<file path="config.mk">
export PLATFORM = sky130hd
export DESIGN_NAME = lbpg_top
export DESIGN_NICKNAME = d
export VERILOG_FILES = /design/src/lbpg_pkg.sv /design/src/lbpg_top.sv
export SDC_FILE = /design/constraint.sdc
export NUM_CORES = 1
export LEC_CHECK = 0
export ABC_AREA = 1
export BUFFER_PORTS_ARGS = -buffer_cell sky130_fd_sc_hd__clkbuf_2
export CAP_MARGIN = 20
export CORE_AREA = 2 2 226 184
export CTS_CLUSTER_SIZE = 12
export DETAILED_ROUTE_END_ITERATION = 8
export DIE_AREA = 0 0 228 186
export PLACE_DENSITY = 0.72
export SLEW_MARGIN = 20
export SYNTH_ARGS = -nofsm -noshare
export SYNTH_HDL_FRONTEND = slang
export SYNTH_SLANG_ARGS = --single-unit
</file>
<file path="constraint.sdc">
create_clock -name sys_clk_in -period 8.4 [get_ports sys_clk_in]
set_input_delay 0.42 -clock sys_clk_in [delete_from_list [all_inputs] [get_ports sys_clk_in]]
set_output_delay 0.42 -clock sys_clk_in [all_outputs]
set_load 0.1 [all_outputs]
</file>
<file path="src/lbpg_pkg.sv">
// Constants, types and register map of the LED breath pattern generator
package lbpg_pkg;

  localparam int CLK_HZ = 25_000_000;
  localparam int CYC_PER_MS = CLK_HZ / 1000;

  // Register offsets
  localparam logic [7:0] ADDR_CH_LEVEL_BASE = 8'h01;
  localparam logic [7:0] ADDR_RISE = 8'h10;
  localparam logic [7:0] ADDR_FALL = 8'h11;
  localparam logic [7:0] ADDR_ON = 8'h12;
  localparam logic [7:0] ADDR_OFF = 8'h13;
  localparam logic [7:0] ADDR_GAP = 8'h14;
  localparam logic [7:0] ADDR_CTRL = 8'h15;
  localparam logic [7:0] ADDR_AUDIO_SEL = 8'h43;

  // Control register fields
  localparam int CTRL_EN_BIT = 0;
  localparam int CTRL_MULTI_BIT = 1;
  localparam int CTRL_LIN_BIT = 2;
  localparam int CTRL_CNT_LSB = 4;
  localparam int CTRL_CNT_W = 3;
  localparam int NUM_CH = 4;
  localparam logic [7:0] RESET_BYTE = 8'h00;

  // Time limits and steps, milliseconds
  localparam int RISE_MAX_MS = 8390;
  localparam int FALL_MAX_MS = 8390;
  localparam int ON_MIN_MS = 50;
  localparam int ON_MAX_MS = 4200;
  localparam int OFF_MIN_MS = 80;
  localparam int OFF_MAX_MS = 8400;
  localparam int GAP_MAX_MS = 540;
  localparam int RAMP_STEP_MS = 33;
  localparam int ON_STEP_MS = 17;
  localparam int OFF_STEP_MS = 33;
  localparam int GAP_STEP_MS = 3;

  // Ramp has 256 phase steps; one step lasts code * RAMP_CYC cycles
  localparam int PHASE_STEPS = 256;
  localparam int RAMP_CYC = CYC_PER_MS * RAMP_STEP_MS / PHASE_STEPS;
  localparam logic [7:0] RISE_CODE_MAX = 8'(RISE_MAX_MS / RAMP_STEP_MS);
  localparam logic [7:0] FALL_CODE_MAX = 8'(FALL_MAX_MS / RAMP_STEP_MS);
  localparam logic [7:0] PHASE_FULL = 8'hff;
  localparam logic [7:0] PHASE_ZERO = 8'h00;

  typedef struct packed {
    logic [7:0] rise;
    logic [7:0] fall;
    logic [7:0] on_t;
    logic [7:0] off_t;
    logic [7:0] gap;
    logic [CTRL_CNT_W-1:0] pulses;
    logic multi;
    logic linear;
    logic en;
  } lbpg_cfg_s;

  typedef enum logic [5:0] {
    ST_IDLE = 6'b000001,
    ST_RISE = 6'b000010,
    ST_ON = 6'b000100,
    ST_FALL = 6'b001000,
    ST_GAP = 6'b010000,
    ST_OFF = 6'b100000
  } lbpg_state_e;

endpackage

</file>
<file path="src/lbpg_top.sv">
// LED breath pattern generator: shared timing engine driving four channels
`timescale 1ns/1ps
module lbpg_top import lbpg_pkg::*; #(
  parameter int TICK_CYC = CYC_PER_MS
) (
  input wire logic sys_clk_in,
  input wire logic rst_n_in,
  input wire logic [7:0] reg_addr_in,
  input wire logic [7:0] reg_wdata_in,
  input wire logic reg_wr_in,
  output logic [7:0] reg_rdata_out,
  input wire logic [NUM_CH-1:0][7:0] audio_level_in,
  output logic [NUM_CH-1:0][7:0] led_drive_out,
  output logic [5:0] pattern_state_out
);

  lbpg_cfg_s cfg_r;
  logic [NUM_CH-1:0][7:0] level_r;
  logic [NUM_CH-1:0] audio_sel_r;
  logic [7:0] rdata_nxt;
  lbpg_state_e state_r, state_nxt;
  logic [15:0] ms_div_r;
  logic [13:0] ms_cnt_r;
  logic [19:0] sub_r;
  logic [7:0] phase_r;
  logic [CTRL_CNT_W-1:0] pulse_idx_r;
  logic ms_tick, sub_wrap, stage_done, ramp_end;
  logic [7:0] rise_code, fall_code, curve;
  logic [13:0] on_ms, off_ms, gap_ms, wait_ms;
  logic [19:0] ramp_len;
  logic [15:0] t_on, t_off, t_gap;
  logic [12:0] log_shift;

  // Register writes
  always_ff @(posedge sys_clk_in or negedge rst_n_in) begin
    if (!rst_n_in) begin
      cfg_r <= '0;
      level_r <= '0;
      audio_sel_r <= '0;
    end else if (reg_wr_in) begin
      case (reg_addr_in)
        ADDR_RISE: cfg_r.rise <= reg_wdata_in;
        ADDR_FALL: cfg_r.fall <= reg_wdata_in;
        ADDR_ON: cfg_r.on_t <= reg_wdata_in;
        ADDR_OFF: cfg_r.off_t <= reg_wdata_in;
        ADDR_GAP: cfg_r.gap <= reg_wdata_in;
        ADDR_CTRL: begin
          cfg_r.en <= reg_wdata_in[CTRL_EN_BIT];
          cfg_r.multi <= reg_wdata_in[CTRL_MULTI_BIT];
          cfg_r.linear <= reg_wdata_in[CTRL_LIN_BIT];
          cfg_r.pulses <= reg_wdata_in[CTRL_CNT_LSB +: CTRL_CNT_W];
        end
        ADDR_AUDIO_SEL: audio_sel_r <= reg_wdata_in[NUM_CH-1:0];
        default: begin
          for (int i = 0; i < NUM_CH; i++) begin
            if (reg_addr_in == ADDR_CH_LEVEL_BASE + 8'(i)) begin
              level_r[i] <= reg_wdata_in;
            end
          end
        end
      endcase
    end
  end

  // Read data
  always_comb begin
    rdata_nxt = RESET_BYTE;
    case (reg_addr_in)
      ADDR_RISE: rdata_nxt = cfg_r.rise;
      ADDR_FALL: rdata_nxt = cfg_r.fall;
      ADDR_ON: rdata_nxt = cfg_r.on_t;
      ADDR_OFF: rdata_nxt = cfg_r.off_t;
      ADDR_GAP: rdata_nxt = cfg_r.gap;
      ADDR_CTRL: begin
        rdata_nxt[CTRL_EN_BIT] = cfg_r.en;
        rdata_nxt[CTRL_MULTI_BIT] = cfg_r.multi;
        rdata_nxt[CTRL_LIN_BIT] = cfg_r.linear;
        rdata_nxt[CTRL_CNT_LSB +: CTRL_CNT_W] = cfg_r.pulses;
      end
      ADDR_AUDIO_SEL: rdata_nxt[NUM_CH-1:0] = audio_sel_r;
      default: begin
        for (int i = 0; i < NUM_CH; i++) begin
          if (reg_addr_in == ADDR_CH_LEVEL_BASE + 8'(i)) begin
            rdata_nxt = level_r[i];
          end
        end
      end
    endcase
  end

  always_ff @(posedge sys_clk_in or negedge rst_n_in) begin
    if (!rst_n_in) begin
      reg_rdata_out <= RESET_BYTE;
    end else begin
      reg_rdata_out <= rdata_nxt;
    end
  end

  // Shared time settings, clamped to their ranges
  always_comb begin
    t_on = 16'(ON_MIN_MS) + 16'(cfg_r.on_t) * 16'(ON_STEP_MS);
    t_off = 16'(OFF_MIN_MS) + 16'(cfg_r.off_t) * 16'(OFF_STEP_MS);
    t_gap = 16'(cfg_r.gap) * 16'(GAP_STEP_MS);
    rise_code = (cfg_r.rise > RISE_CODE_MAX) ? RISE_CODE_MAX : cfg_r.rise;
    fall_code = (cfg_r.fall > FALL_CODE_MAX) ? FALL_CODE_MAX : cfg_r.fall;
    on_ms = (t_on > 16'(ON_MAX_MS)) ? 14'(ON_MAX_MS) : t_on[13:0];
    off_ms = (t_off > 16'(OFF_MAX_MS)) ? 14'(OFF_MAX_MS) : t_off[13:0];
    gap_ms = (t_gap > 16'(GAP_MAX_MS)) ? 14'(GAP_MAX_MS) : t_gap[13:0];
  end

  // Stage timing
  assign ms_tick = (ms_div_r == 16'(TICK_CYC - 1));
  assign ramp_len = 20'(state_r == ST_FALL ? fall_code : rise_code) * 20'(RAMP_CYC);
  assign sub_wrap = (sub_r == ramp_len - 20'd1);
  assign wait_ms = (state_r == ST_ON) ? on_ms : (state_r == ST_GAP) ? gap_ms : off_ms;
  assign stage_done = (ms_cnt_r >= wait_ms);

  always_comb begin
    ramp_end = 1'b0;
    if (state_r == ST_RISE) begin
      ramp_end = (rise_code == 8'd0) || (phase_r == PHASE_FULL && sub_wrap);
    end else if (state_r == ST_FALL) begin
      ramp_end = (fall_code == 8'd0) || (phase_r == PHASE_ZERO && sub_wrap);
    end
  end

  // One sequencer for all channels keeps them in lockstep
  always_comb begin
    state_nxt = state_r;
    case (state_r)
      ST_IDLE: if (cfg_r.en) state_nxt = ST_RISE;
      ST_RISE: if (ramp_end) state_nxt = ST_ON;
      ST_ON: if (stage_done) state_nxt = ST_FALL;
      ST_FALL: begin
        if (ramp_end) begin
          if (cfg_r.multi && pulse_idx_r < cfg_r.pulses) begin
            state_nxt = ST_GAP;
          end else begin
            state_nxt = ST_OFF;
          end
        end
      end
      ST_GAP: if (stage_done) state_nxt = ST_RISE;
      ST_OFF: if (stage_done) state_nxt = ST_RISE;
      default: state_nxt = ST_IDLE;
    endcase
    if (!cfg_r.en) begin
      state_nxt = ST_IDLE;
    end
  end

  always_ff @(posedge sys_clk_in or negedge rst_n_in) begin
    if (!rst_n_in) begin
      state_r <= ST_IDLE;
    end else begin
      state_r <= state_nxt;
    end
  end

  // Pulse counter within a cycle
  always_ff @(posedge sys_clk_in or negedge rst_n_in) begin
    if (!rst_n_in) begin
      pulse_idx_r <= '0;
    end else if (state_nxt == ST_IDLE || state_nxt == ST_OFF) begin
      pulse_idx_r <= '0;
    end else if (state_r == ST_FALL && state_nxt == ST_GAP) begin
      pulse_idx_r <= pulse_idx_r + 1'b1;
    end
  end

  // Millisecond timer, restarted at every stage change
  always_ff @(posedge sys_clk_in or negedge rst_n_in) begin
    if (!rst_n_in) begin
      ms_div_r <= '0;
      ms_cnt_r <= '0;
    end else if (state_nxt != state_r) begin
      ms_div_r <= '0;
      ms_cnt_r <= '0;
    end else if (ms_tick) begin
      ms_div_r <= '0;
      ms_cnt_r <= ms_cnt_r + 14'd1;
    end else begin
      ms_div_r <= ms_div_r + 16'd1;
    end
  end

  // Ramp phase
  always_ff @(posedge sys_clk_in or negedge rst_n_in) begin
    if (!rst_n_in) begin
      sub_r <= '0;
      phase_r <= PHASE_ZERO;
    end else if (state_nxt != state_r) begin
      sub_r <= '0;
      phase_r <= (state_nxt == ST_FALL) ? PHASE_FULL : PHASE_ZERO;
    end else if (state_r == ST_RISE || state_r == ST_FALL) begin
      if (sub_wrap) begin
        sub_r <= '0;
        phase_r <= (state_r == ST_RISE) ? phase_r + 8'd1 : phase_r - 8'd1;
      end else begin
        sub_r <= sub_r + 20'd1;
      end
    end
  end

  // Brightness curve: exponential segments or straight line
  assign log_shift = 13'({1'b1, phase_r[4:0]}) << phase_r[7:5];
  assign curve = cfg_r.linear ? phase_r : log_shift[12:5];

  genvar ch;
  generate
    for (ch = 0; ch < NUM_CH; ch++) begin : g_ch
      logic [15:0] prod;
      logic [7:0] pat;
      assign prod = 16'(level_r[ch]) * 16'(curve);
      always_comb begin
        pat = RESET_BYTE;
        if (state_r == ST_ON) begin
          pat = level_r[ch];
        end else if ((state_r == ST_RISE || state_r == ST_FALL) && phase_r != PHASE_ZERO) begin
          pat = prod[15:8];
        end
      end
      always_ff @(posedge sys_clk_in or negedge rst_n_in) begin
        if (!rst_n_in) begin
          led_drive_out[ch] <= RESET_BYTE;
        end else begin
          led_drive_out[ch] <= audio_sel_r[ch] ? audio_level_in[ch] : pat;
        end
      end
    end
  endgenerate

  always_ff @(posedge sys_clk_in or negedge rst_n_in) begin
    if (!rst_n_in) begin
      pattern_state_out <= ST_IDLE;
    end else begin
      pattern_state_out <= state_r;
    end
  end

endmodule

</file>
=== Word level (Yosys, flattened, before mapping) ===
Index checks and enable logic that the tools add are counted.

* Flip-flop bits (word level): 195
* Input port bits: 51
* Output and inout port bits: 46

* Add/sub/neg operators: 9
* Multiply operators: 8
* $lt $le $gt $ge: 7
* Equal/unequal tests: 25
* Shift-type cells: 1
* Muxes and demuxes: 52
* Bitwise logic cells: 1
* Reduce and logical (&&, ||, !) cells: 32

{| class="wikitable"
|+ Operator list
! kind !! count
|-
| $mux W8 || 25
|-
| $mux W14 || 6
|-
| $mul A8 B8 Y16 || 4
|-
| $mux W20 || 3
|-
| $eq A8 B5 Y1 const B || 6
|-
| $pmux W3 S7 || 2
|-
| $mux W6 || 6
|-
| $mux W16 || 2
|-
| $pmux W6 S5 || 1
|-
| $logic_not A8 Y1 || 3
|-
| $add A20 B1 Y20 const B || 1
|-
| $eq A20 B20 Y1 || 1
|-
| $sub A20 B1 Y20 const B || 1
|-
| $mul A8 B11 Y19 const B || 1
|-
| $add A16 B1 Y16 const B || 1
|-
| $eq A16 B15 Y1 const B || 1
|-
| $eq A8 B2 Y1 const B || 2
|-
| $gt A8 B8 Y1 const B || 2
|-
| $reduce_and A2 Y1 || 8
|-
| $add A7 B14 Y15 const A || 1
|-
| $gt A15 B14 Y1 const B || 1
|-
| $add A14 B1 Y14 const B || 1
|-
| $add A6 B13 Y14 const A || 1
|-
| $ge A14 B14 Y1 || 1
|-
| 34 further kinds || 54
|}

=== Longest topological paths before layout ===
Gate-level depths: netlist of run 1.

* Depth after elaboration: 17
* Depth in mapped cells: 48
* Mapped depth without buffers: 46

=== Least setup slack after synthesis of run 1 ===
No wires, ideal clock.

* Kind: register to register
* Start point: reg state_r[0]
* End point: reg phase_r[3]
* Library setup time: 0.121 ns
* Arrival: 6.032 ns
* Required time: 8.279 ns
* Setup slack: 2.247 ns
* Cell stages (with the launch flop): 39
* Buffers on the path: 1
* Clock period less this slack: 6.153 ns
* Cell sequence: dfstp_2 nor2_2 nand3_2 clkbuf_1 nand2_1 o21ai_0 ha_1 fa_1 inv_1 fa_1 inv_1 fa_1 ha_1 nand2_1 nand2_1 a21oi_1 nand2_1 nand2_1 (+3 left out) nor2_2 nand4_1 nand2_1 nand2_1 nor2_1 nand3_1 nand2_1 nand2_2 nand2_1 nand3_1 nand2_1 nand2_1 nand2_1 nand3_2 nor2_4 o21ai_1 nand2_1 nand2_1

* Longest elaborated chain between the ends: 15

{| class="wikitable"
|+ Ends and longest elaborated chain
! what !! line !! RTL
|-
| start: declaration || lbpg_top.sv:21 || <nowiki>lbpg_state_e state_r, state_nxt;</nowiki>
|-
| start signal: assignment || lbpg_top.sv:156 || <nowiki>state_r <= state_nxt;</nowiki>
|-
| $eq A6 B4 Y1 || -- ||
|-
| $mux W8 || lbpg_top.sv:113 || <nowiki>assign ramp_len = 20'(state_r == ST_FALL ? fall_code : rise_code) * 20'(RAMP_CYC);</nowiki>
|-
| $mul A8 B11 Y19 || lbpg_top.sv:113 ||
|-
| $sub A20 B1 Y20 || lbpg_top.sv:114 || <nowiki>assign sub_wrap = (sub_r == ramp_len - 20'd1);</nowiki>
|-
| $eq A20 B20 Y1 || lbpg_top.sv:114 ||
|-
| $logic_and A1 B1 Y1 || lbpg_top.sv:123 || <nowiki>ramp_end = (fall_code == 8'd0) || (phase_r == PHASE_ZERO && sub_wrap);</nowiki>
|-
| $logic_or A1 B1 Y1 || lbpg_top.sv:123 ||
|-
| $mux W1 || lbpg_top.sv:122 || <nowiki>end else if (state_r == ST_FALL) begin</nowiki>
|-
| $mux W1 || lbpg_top.sv:120 || <nowiki>if (state_r == ST_RISE) begin</nowiki>
|-
| $mux W6 (on tied branches) || lbpg_top.sv:135, lbpg_top.sv:132 ||
|-
| $pmux W6 S5 || lbpg_top.sv:130 || <nowiki>case (state_r)</nowiki>
|-
| $mux W6 || lbpg_top.sv:147 || <nowiki>if (!cfg_r.en) begin</nowiki>
|-
| $eq A6 B4 Y1 or $ne A6 B6 Y1 (tied branches) || lbpg_top.sv:194, lbpg_top.sv:192 ||
|-
| $mux W8 or $reduce_bool A2 Y1 (tied branches) || -- ||
|-
| $mux W8 or $reduce_and A2 Y1 (tied branches) || -- ||
|-
| end signal: assignment || lbpg_top.sv:194 || <nowiki>phase_r <= (state_nxt == ST_FALL) ? PHASE_FULL : PHASE_ZERO;</nowiki>
|-
| end signal: assignment || lbpg_top.sv:198 || <nowiki>phase_r <= (state_r == ST_RISE) ? phase_r + 8'd1 : phase_r - 8'd1;</nowiki>
|-
| end: declaration || lbpg_top.sv:25 || <nowiki>logic [7:0] phase_r;</nowiki>
|}

Parallel ways exist; a longest one is shown, timed or not. The select of a mux whose other input is x is not followed.
A chain may end at the register's enable or synchronous reset.

=== Final worst setup path of run 1 ===
* Start point: reg state_r[4]
* End point: reg phase_r[3]

Same word-level chain as after synthesis.

==> results.json, run 1 <==
{
  "synth_edf_count": 0,
  "worst_pin_slew_ns": 0.9979,
  "slew_violations": 0,
  "synth_top_family_by_area": "adder cells",
  "hp-class": "primary input to flop",
  "powerDensity_nw_per_um2": 144.1,
  "initial_utilization_pct": 54.32,
  "cts_hold_buffers": 0,
  "r2r-end": "phase_r[3]",
  "reg2reg_depth": 38,
  "syn_area_um2": 21800,
  "cts_tree": "built",
  "fmax_mhz": 129.0,
  "p_comb_share_pct": 41.4,
  "post_synth_and_or_nand_nor_area_fraction_pct": 25.76,
  "numClockSinks": 195,
  "yosys_warnings": 0,
  "slew_headroom_pct": 33.23,
  "vias_per_cell": 5.485,
  "drt-pass1-iter-count": 6,
  "crit_family": "simple AND/OR/NAND/NOR gates",
  "nNetsFinal": 3497,
  "core_um2": 40130,
  "synth-async-reset-ratio_pct": 100.0,
  "critPathBufInv": 3,
  "cts_resized": 0,
  "die_w_um": 228,
  "first_global_vias": 19050,
  "finalHoldViolations": 0,
  "p_leak_nw": 12.64,
  "drc_errors": 0,
  "reg2reg_slack_ns": 0.65,
  "hpwl_mm": 47.69,
  "whs_endpoint": "cfg_r[29]",
  "endpoint_kind": "flop",
  "cts_buffers": 17,
  "p_switching_mw": 1.530,
  "critPathLaunchType": "flop",
  "tns_ns": 0,
  "synth_compound_area_share_pct": 9.614,
  "wl_per_cell_um": 16.81,
  "areaGrowthSynthToFinish_pct": 7.645,
  "drive_gt1_share_pct": 7.141,
  "port_buffers": 96,
  "fin_crit_ns": 7.754,
  "grt.total_usage_pct": 29.29,
  "rsz0062_at_grt": "no",
  "crit_path_frequent_cell": "nand2_1",
  "p_sw_share_pct": 45.23,
  "syn_inst": 2984,
  "cts_setup_buffers": 0,
  "finalWorstSetupSlack_ns": 0.6456,
  "hold_depth": 3,
  "fin_crit_sh_pct": 92.31,
  "antenna_found_initial": 0,
  "seqPwrFrac_pct": 32.5,
  "ys_types": 54,
  "row_count": 66,
  "synth_area_per_cell_um2": 7.306,
  "yosys_register_bits": 195,
  "cp_data_arrival_time_ns": 8.12,
  "synthAdderAreaFrac_pct": 28.78,
  "crit_slowest_cell": "o21ai_0",
  "synth_top_area_share_pct": 22.15,
  "vias": 19730,
  "synthMuxAreaShare_pct": 0,
  "worstSetupPathType": "flop to flop",
  "grt_overflow": 0,
  "cts-root-to-sink-buffers": 2,
  "antennaDiodeCount": 0,
  "fin_hold_ws_ns": 0.1792,
  "syn_nets": 3441,
  "status": "finished clean",
  "rr_startpoint": "state_r[4]",
  "wirelength_mm": 60.46,
  "clock-skew-final_ns": 0.01638,
  "crit_path_max_fanout": 34,
  "grt_max_degree": 125,
  "cts.htree.levels": 4,
  "routabilityCongestion": 0.9254,
  "cap_violations": 0,
  "drtIter0Drc": 1870,
  "ys.flop_type": "dfrtp_1",
  "synthXorXnorAreaFrac_pct": 2.732,
  "vdd_drop_max_mv": 0.1502,
  "cts_root_buffer": "clkbuf_16",
  "synthTopCellsByArea": "dfrtp_1 22%, fa_1 15%, ha_1 14%",
  "clkLatencyLatePin_ns": 0.47,
  "io_pins": 97,
  "grt_pass1_wl_mm": 98.60,
  "path_clk_slew_ns": 0.09,
  "fillers": 3790,
  "setup_viol": 0,
  "clock_power_share_pct": 26.1,
  "p_int_mw": 1.852,
  "dieArea_um2": 42410,
  "dp_slack_ns": 0.7491,
  "crit_required_ns": 8.76,
  "final_antenna_net_count": 0,
  "yosysTopAreaCell": "dfrtp_1",
  "ys_seq_area_share_pct": 22.40,
  "dieHeight_um": 186,
  "min_from": "reg_wdata_in[7]",
  "critPathMaxStageDelay_ns": 0.73
}
kinds of logic after synthesis:
group                    Yosys count
AND/OR/NAND/NOR                 1322
buffers and inverters            618
adder cells (fa/ha/maj)          406
AO/OA/AOI/OAI                    375
flip-flops                       195
XOR/XNOR                          68
worst max path at each step:
stage / start / end / cells after the start
after global routing: state_r[4] / phase_r[1] / 38
after CTS: state_r[4] / phase_r[3] / 38
after detailed placement: state_r[4] / phase_r[3] / 38
after floorplan: state_r[0] / phase_r[3] / 38
after global placement: state_r[4] / phase_r[1] / 38
final: state_r[4] / phase_r[3] / 38
layer usage:
metal | part of all wire [%] | track usage, %
met1 | 46 | 41.84
met2 | 43 | 44.67
met3 | 8.7 | 6.005
met4 | 2.5 | 9.229
met5 | 0 | 0
Yosys cell counts, drive strengths merged, types with 34 or more instances:
cell type / n
a21oi: 138
clkbuf: 63
dfrtp: 193
fa: 159
ha: 247
inv: 540
nand2: 680
nand3: 144
nand4: 34
nor2: 355
nor3: 51
o21ai: 153
xor2: 43
placed cells by master, fill, tap and decap left out, types with 6 or more instances in the layout:
cell	netlist	final
nor2_2	6	7
xor2_1	43	43
inv_1	524	524
nand2_2	6	6
a21o_1	6	6
nand4_1	34	34
ha_1	247	247
fa_1	159	159
a21oi_1	138	137
clkbuf_16	0	17
o21ai_1	9	11
a21boi_0	14	13
clkbuf_2	2	95
nor2_1	342	341
inv_2	16	16
nand3_1	136	136
nor3b_1	6	6
xnor2_1	25	25
o21ai_0	144	142
nor4_1	21	21
nand2_1	673	673
nor3_1	51	50
a221oi_1	9	9
dfrtp_1	193	193
nor2_4	6	6
nand3_2	6	6
or2_2	21	21
o22ai_1	15	15
buf_4	0	16
o211ai_1	11	11
registers in the layout (all words and copies together) (netlist names):
signal,cells
audio_sel_r,4
level_r,32
sub_r,20
phase_r,8
ms_div_r,16
state_r,6
led_drive_out,32
pattern_state_out,6
reg_rdata_out,8
pulse_idx_r,3
cfg_r,46
ms_cnt_r,14
final cells by class:
| class | count | area, µm² | area share, % |
|---|---|---|---|
| flip-flops and latches | 195 | 4882 | 20.81 |
| inverters | 541 | 2031 | 8.654 |
| clock buffers | 18 | 439.2 | 1.871 |
| clock inverters | 14 | 190.2 | 0.8104 |
| multi-input cells | 2171 | 14600 | 62.20 |
| well taps | 544 | 680.7 | 2.901 |
| repair buffers | 114 | 646.9 | 2.757 |
worst register-to-register path: cells and delay by family, from the launching register on:
kind | cells | cell delay (ns)
compound gates | 2 | 1.16
buf+inv | 3 | 0.18
fa+ha+maj | 5 | 1.86
simple gates | 28 | 4.03
flops | 1 | 0.44
metrics by stage:
stage / power [mW] / cell area [µm²] / cells / util, %
after floorplan: 2.062 / 21800 / 2984 / -
final: 3.382 / 23470 / 3597 / 58.47
after CTS: 3.371 / 23430 / 3595 / 58.38
after detailed placement: 2.481 / 22800 / 3563 / 56.81
after global placement: 2.455 / 22800 / 3563 / 56.81
after global routing: 3.601 / 23470 / 3597 / 58.47
power groups by stage:
stage / logic [mW] / registers, mW / clock network, mW
5_1_grt: 1.56 / 1.11 / 0.929
6_report: 1.40 / 1.10 / 0.883
2_1_floorplan: 0.947 / 1.11 / 0
4_1_cts: 1.38 / 1.10 / 0.895
3_5_place_dp: 1.37 / 1.11 / 0
3_3_place_gp: 1.34 / 1.11 / 0
No activity file was read; power rests on OpenSTA's default activity.
==> inputs of run 2 (changes only) <==
--- a/config.mk
+++ b/config.mk
@@ -12,7 +12,9 @@
 export CTS_CLUSTER_SIZE = 12
 export DETAILED_ROUTE_END_ITERATION = 8
 export DIE_AREA = 0 0 228 186
+export MAX_ROUTING_LAYER = met4
 export PLACE_DENSITY = 0.72
+export SKIP_LAST_GASP = 1
 export SLEW_MARGIN = 20
 export SYNTH_ARGS = -nofsm -noshare
 export SYNTH_HDL_FRONTEND = slang
==> constraint.sdc (replaced) <==
create_clock -name sys_clk_in -period 8.4 [get_ports sys_clk_in]
set_input_delay 0.42 -clock sys_clk_in [delete_from_list [all_inputs] [get_ports sys_clk_in]]
set_output_delay 0.42 -clock sys_clk_in [all_outputs]
set_load 0.02 [all_outputs]
==> results.json, run 2 (synthesis results as in run 1) <==
{
  "slew_headroom_pct": 31.16,
  "cts_setup_buffers": 0,
  "wl_per_cell_um": 16.95,
  "cp_data_arrival_time_ns": 7.91,
  "critPathLaunchType": "flop",
  "nNetsFinal": 3497,
  "p_sw_share_pct": 44.77,
  "hpwl_mm": 47.99,
  "clock-skew-final_ns": 0.01859,
  "cts_hold_buffers": 0,
  "die_w_um": 228,
  "drive_gt1_share_pct": 7.173,
  "crit_path_frequent_cell": "nand2_1",
  "drtIter0Drc": 1704,
  "fin_crit_ns": 7.546,
  "initial_utilization_pct": 54.32,
  "dieArea_um2": 42410,
  "setup_viol": 0,
  "crit_path_max_fanout": 23,
  "grt_overflow": 0,
  "p_int_mw": 1.824,
  "areaGrowthSynthToFinish_pct": 7.415,
  "worst_pin_slew_ns": 1.029,
  "p_comb_share_pct": 41.2,
  "port_buffers": 96,
  "first_global_vias": 19050,
  "dieHeight_um": 186,
  "p_leak_nw": 12.61,
  "grt_max_degree": 112,
  "hp-class": "primary input to asynchronous set/reset pin",
  "finalHoldViolations": 0,
  "cap_violations": 0,
  "largest_reg_flops": 46,
  "critPathMaxStageDelay_ns": 0.74,
  "crit_required_ns": 8.76,
  "routabilityCongestion": 0.9312,
  "p_switching_mw": 1.479,
  "rsz0062_at_grt": "no",
  "tns_ns": 0,
  "drc_errors": 0,
  "seqPwrFrac_pct": 33.2,
  "worstSetupPathType": "flop to flop",
  "final_common_cell": "nand2_1",
  "antenna_found_initial": 2,
  "reg_top3": "cfg_r: 46 flops, led_drive_out: 32 flops, level_r: 32 flops",
  "row_count": 66,
  "numClockSinks": 195,
  "fin_crit_sh_pct": 89.84,
  "cts_tree": "built",
  "fillers": 3753,
  "cts.htree.levels": 4,
  "cts-root-to-sink-buffers": 2,
  "final_antenna_net_count": 0,
  "vias": 19780,
  "grt_pass1_wl_mm": 99.42,
  "endpoint_kind": "flop",
  "clock_power_share_pct": 25.6,
  "core_um2": 40130,
  "seq_area_um2": 4882,
  "crit_slowest_cell": "o21ai_0",
  "post_dp_cell_area_um2": 22810,
  "mostFrequentLayoutCells": "673 x nand2_1, 524 x inv_1, 341 x nor2_1",
  "multi_input_area_um2": 14600,
  "cts_buffers": 17,
  "powerDensity_nw_per_um2": 141.1,
  "cts_root_buffer": "clkbuf_16",
  "largest-register": "cfg_r",
  "io_pins": 97,
  "grt.total_usage_pct": 30.32,
  "vdd_drop_max_mv": 0.1431,
  "path_clk_slew_ns": 0.08,
  "vias_per_cell": 5.496,
  "drt-pass1-iter-count": 6,
  "fmax_mhz": 132.5,
  "clkLatencyLatePin_ns": 0.47,
  "final_area_um2": 23420,
  "status": "finished clean",
  "cts_resized": 0,
  "slew_violations": 0,
  "wirelength_mm": 60.99
}
## run 2: changes by cell type in the layout (fill, tap and decap cells not counted), sizes merged
cell and delta:
dlygate4sd3 -1, clkbuf +1, diode +2, bufinv -1, clkinvlp +2, buf +1, clkinv -2
## run 2: path summary, 6_finish.rpt
| path | startpoint | slack (ns) | end | cells past startpoint |
|---|---|---|---|---|
| setup / recovery | state_r[4] | 0.85 | phase_r[3] | 39 |
| hold / removal | rst_n_in | 0.05 | ms_cnt_r[13] | 1 |
| setup reg to reg | state_r[4] | 0.85 | phase_r[3] | 39 |
| hold reg to reg | state_r[0] | 0.42 | pattern_state_out[0] | 0 |
| max in group asynchronous | rst_n_in | 7.02 | level_r[9] | 2 |
| min in group sys_clk_in | reg_wdata_in[0] | 0.18 | cfg_r[22] | 3 |
## run 2: metrics by stage
| step | hold slack [ns] | power [mW] | utilization (%) | worst slack [ns] | instances |
|---|---|---|---|---|---|
| final | 0.04693 | 3.303 | 58.35 | 0.8537 | 3599 |
| after global routing | 0.1519 | 3.520 | 58.35 | 0.1586 | 3599 |
| after CTS | 0.1018 | 3.282 | 58.32 | 0.9309 | 3597 |
| after detailed placement | 0.4027 | 2.430 | 56.85 | 0.9862 | 3565 |
| after global placement | 0.4015 | 2.409 | 56.85 | 1.175 | 3565 |
| after floorplan | 0.1244 | 2.014 | - | 2.247 | 2984 |
## run 2: layout make-up
cell class | count | share of cell area [%]
Multi-Input combinational cell | 2171 | 62.34
Sequential cell | 195 | 20.85
Inverter | 541 | 8.672
Tap cell | 544 | 2.907
Timing Repair Buffer | 114 | 2.682
Clock buffer | 19 | 1.934
Clock inverter | 13 | 0.5984
Antenna cell | 2 | 0.02137
## run 2: power by group through the flow
stage / Clock (mW) / Sequential, mW / Combinational (mW)
2_1_floorplan: 0 / 1.07 / 0.947
3_3_place_gp: 0 / 1.11 / 1.30
3_5_place_dp: 0 / 1.11 / 1.32
4_1_cts: 0.857 / 1.09 / 1.33
5_1_grt: 0.897 / 1.10 / 1.52
6_report: 0.847 / 1.10 / 1.36
## run 2: metal layers
metal | vias to the layer above | wire, µm | global-route usage, %
met5 | - | 0 | -
met4 | 0 | 1217 | 7.529
met3 | 88 | 4505 | 5.530
met2 | 723 | 26640 | 46.02
met1 | 9419 | 28630 | 42.12
li1 | 9551 | - | -
## run 2: worst max-delay path, delay by kind of cell, from the launching register on
| kind | cells | cell delay [ns] |
|---|---|---|
| AO/OA/AOI/OAI | 2 | 1.01 |
| buffers and inverters | 4 | 0.52 |
| adder cells (fa/ha/maj) | 5 | 1.86 |
| AND/OR/NAND/NOR | 28 | 3.59 |
| flip-flops | 1 | 0.44 |
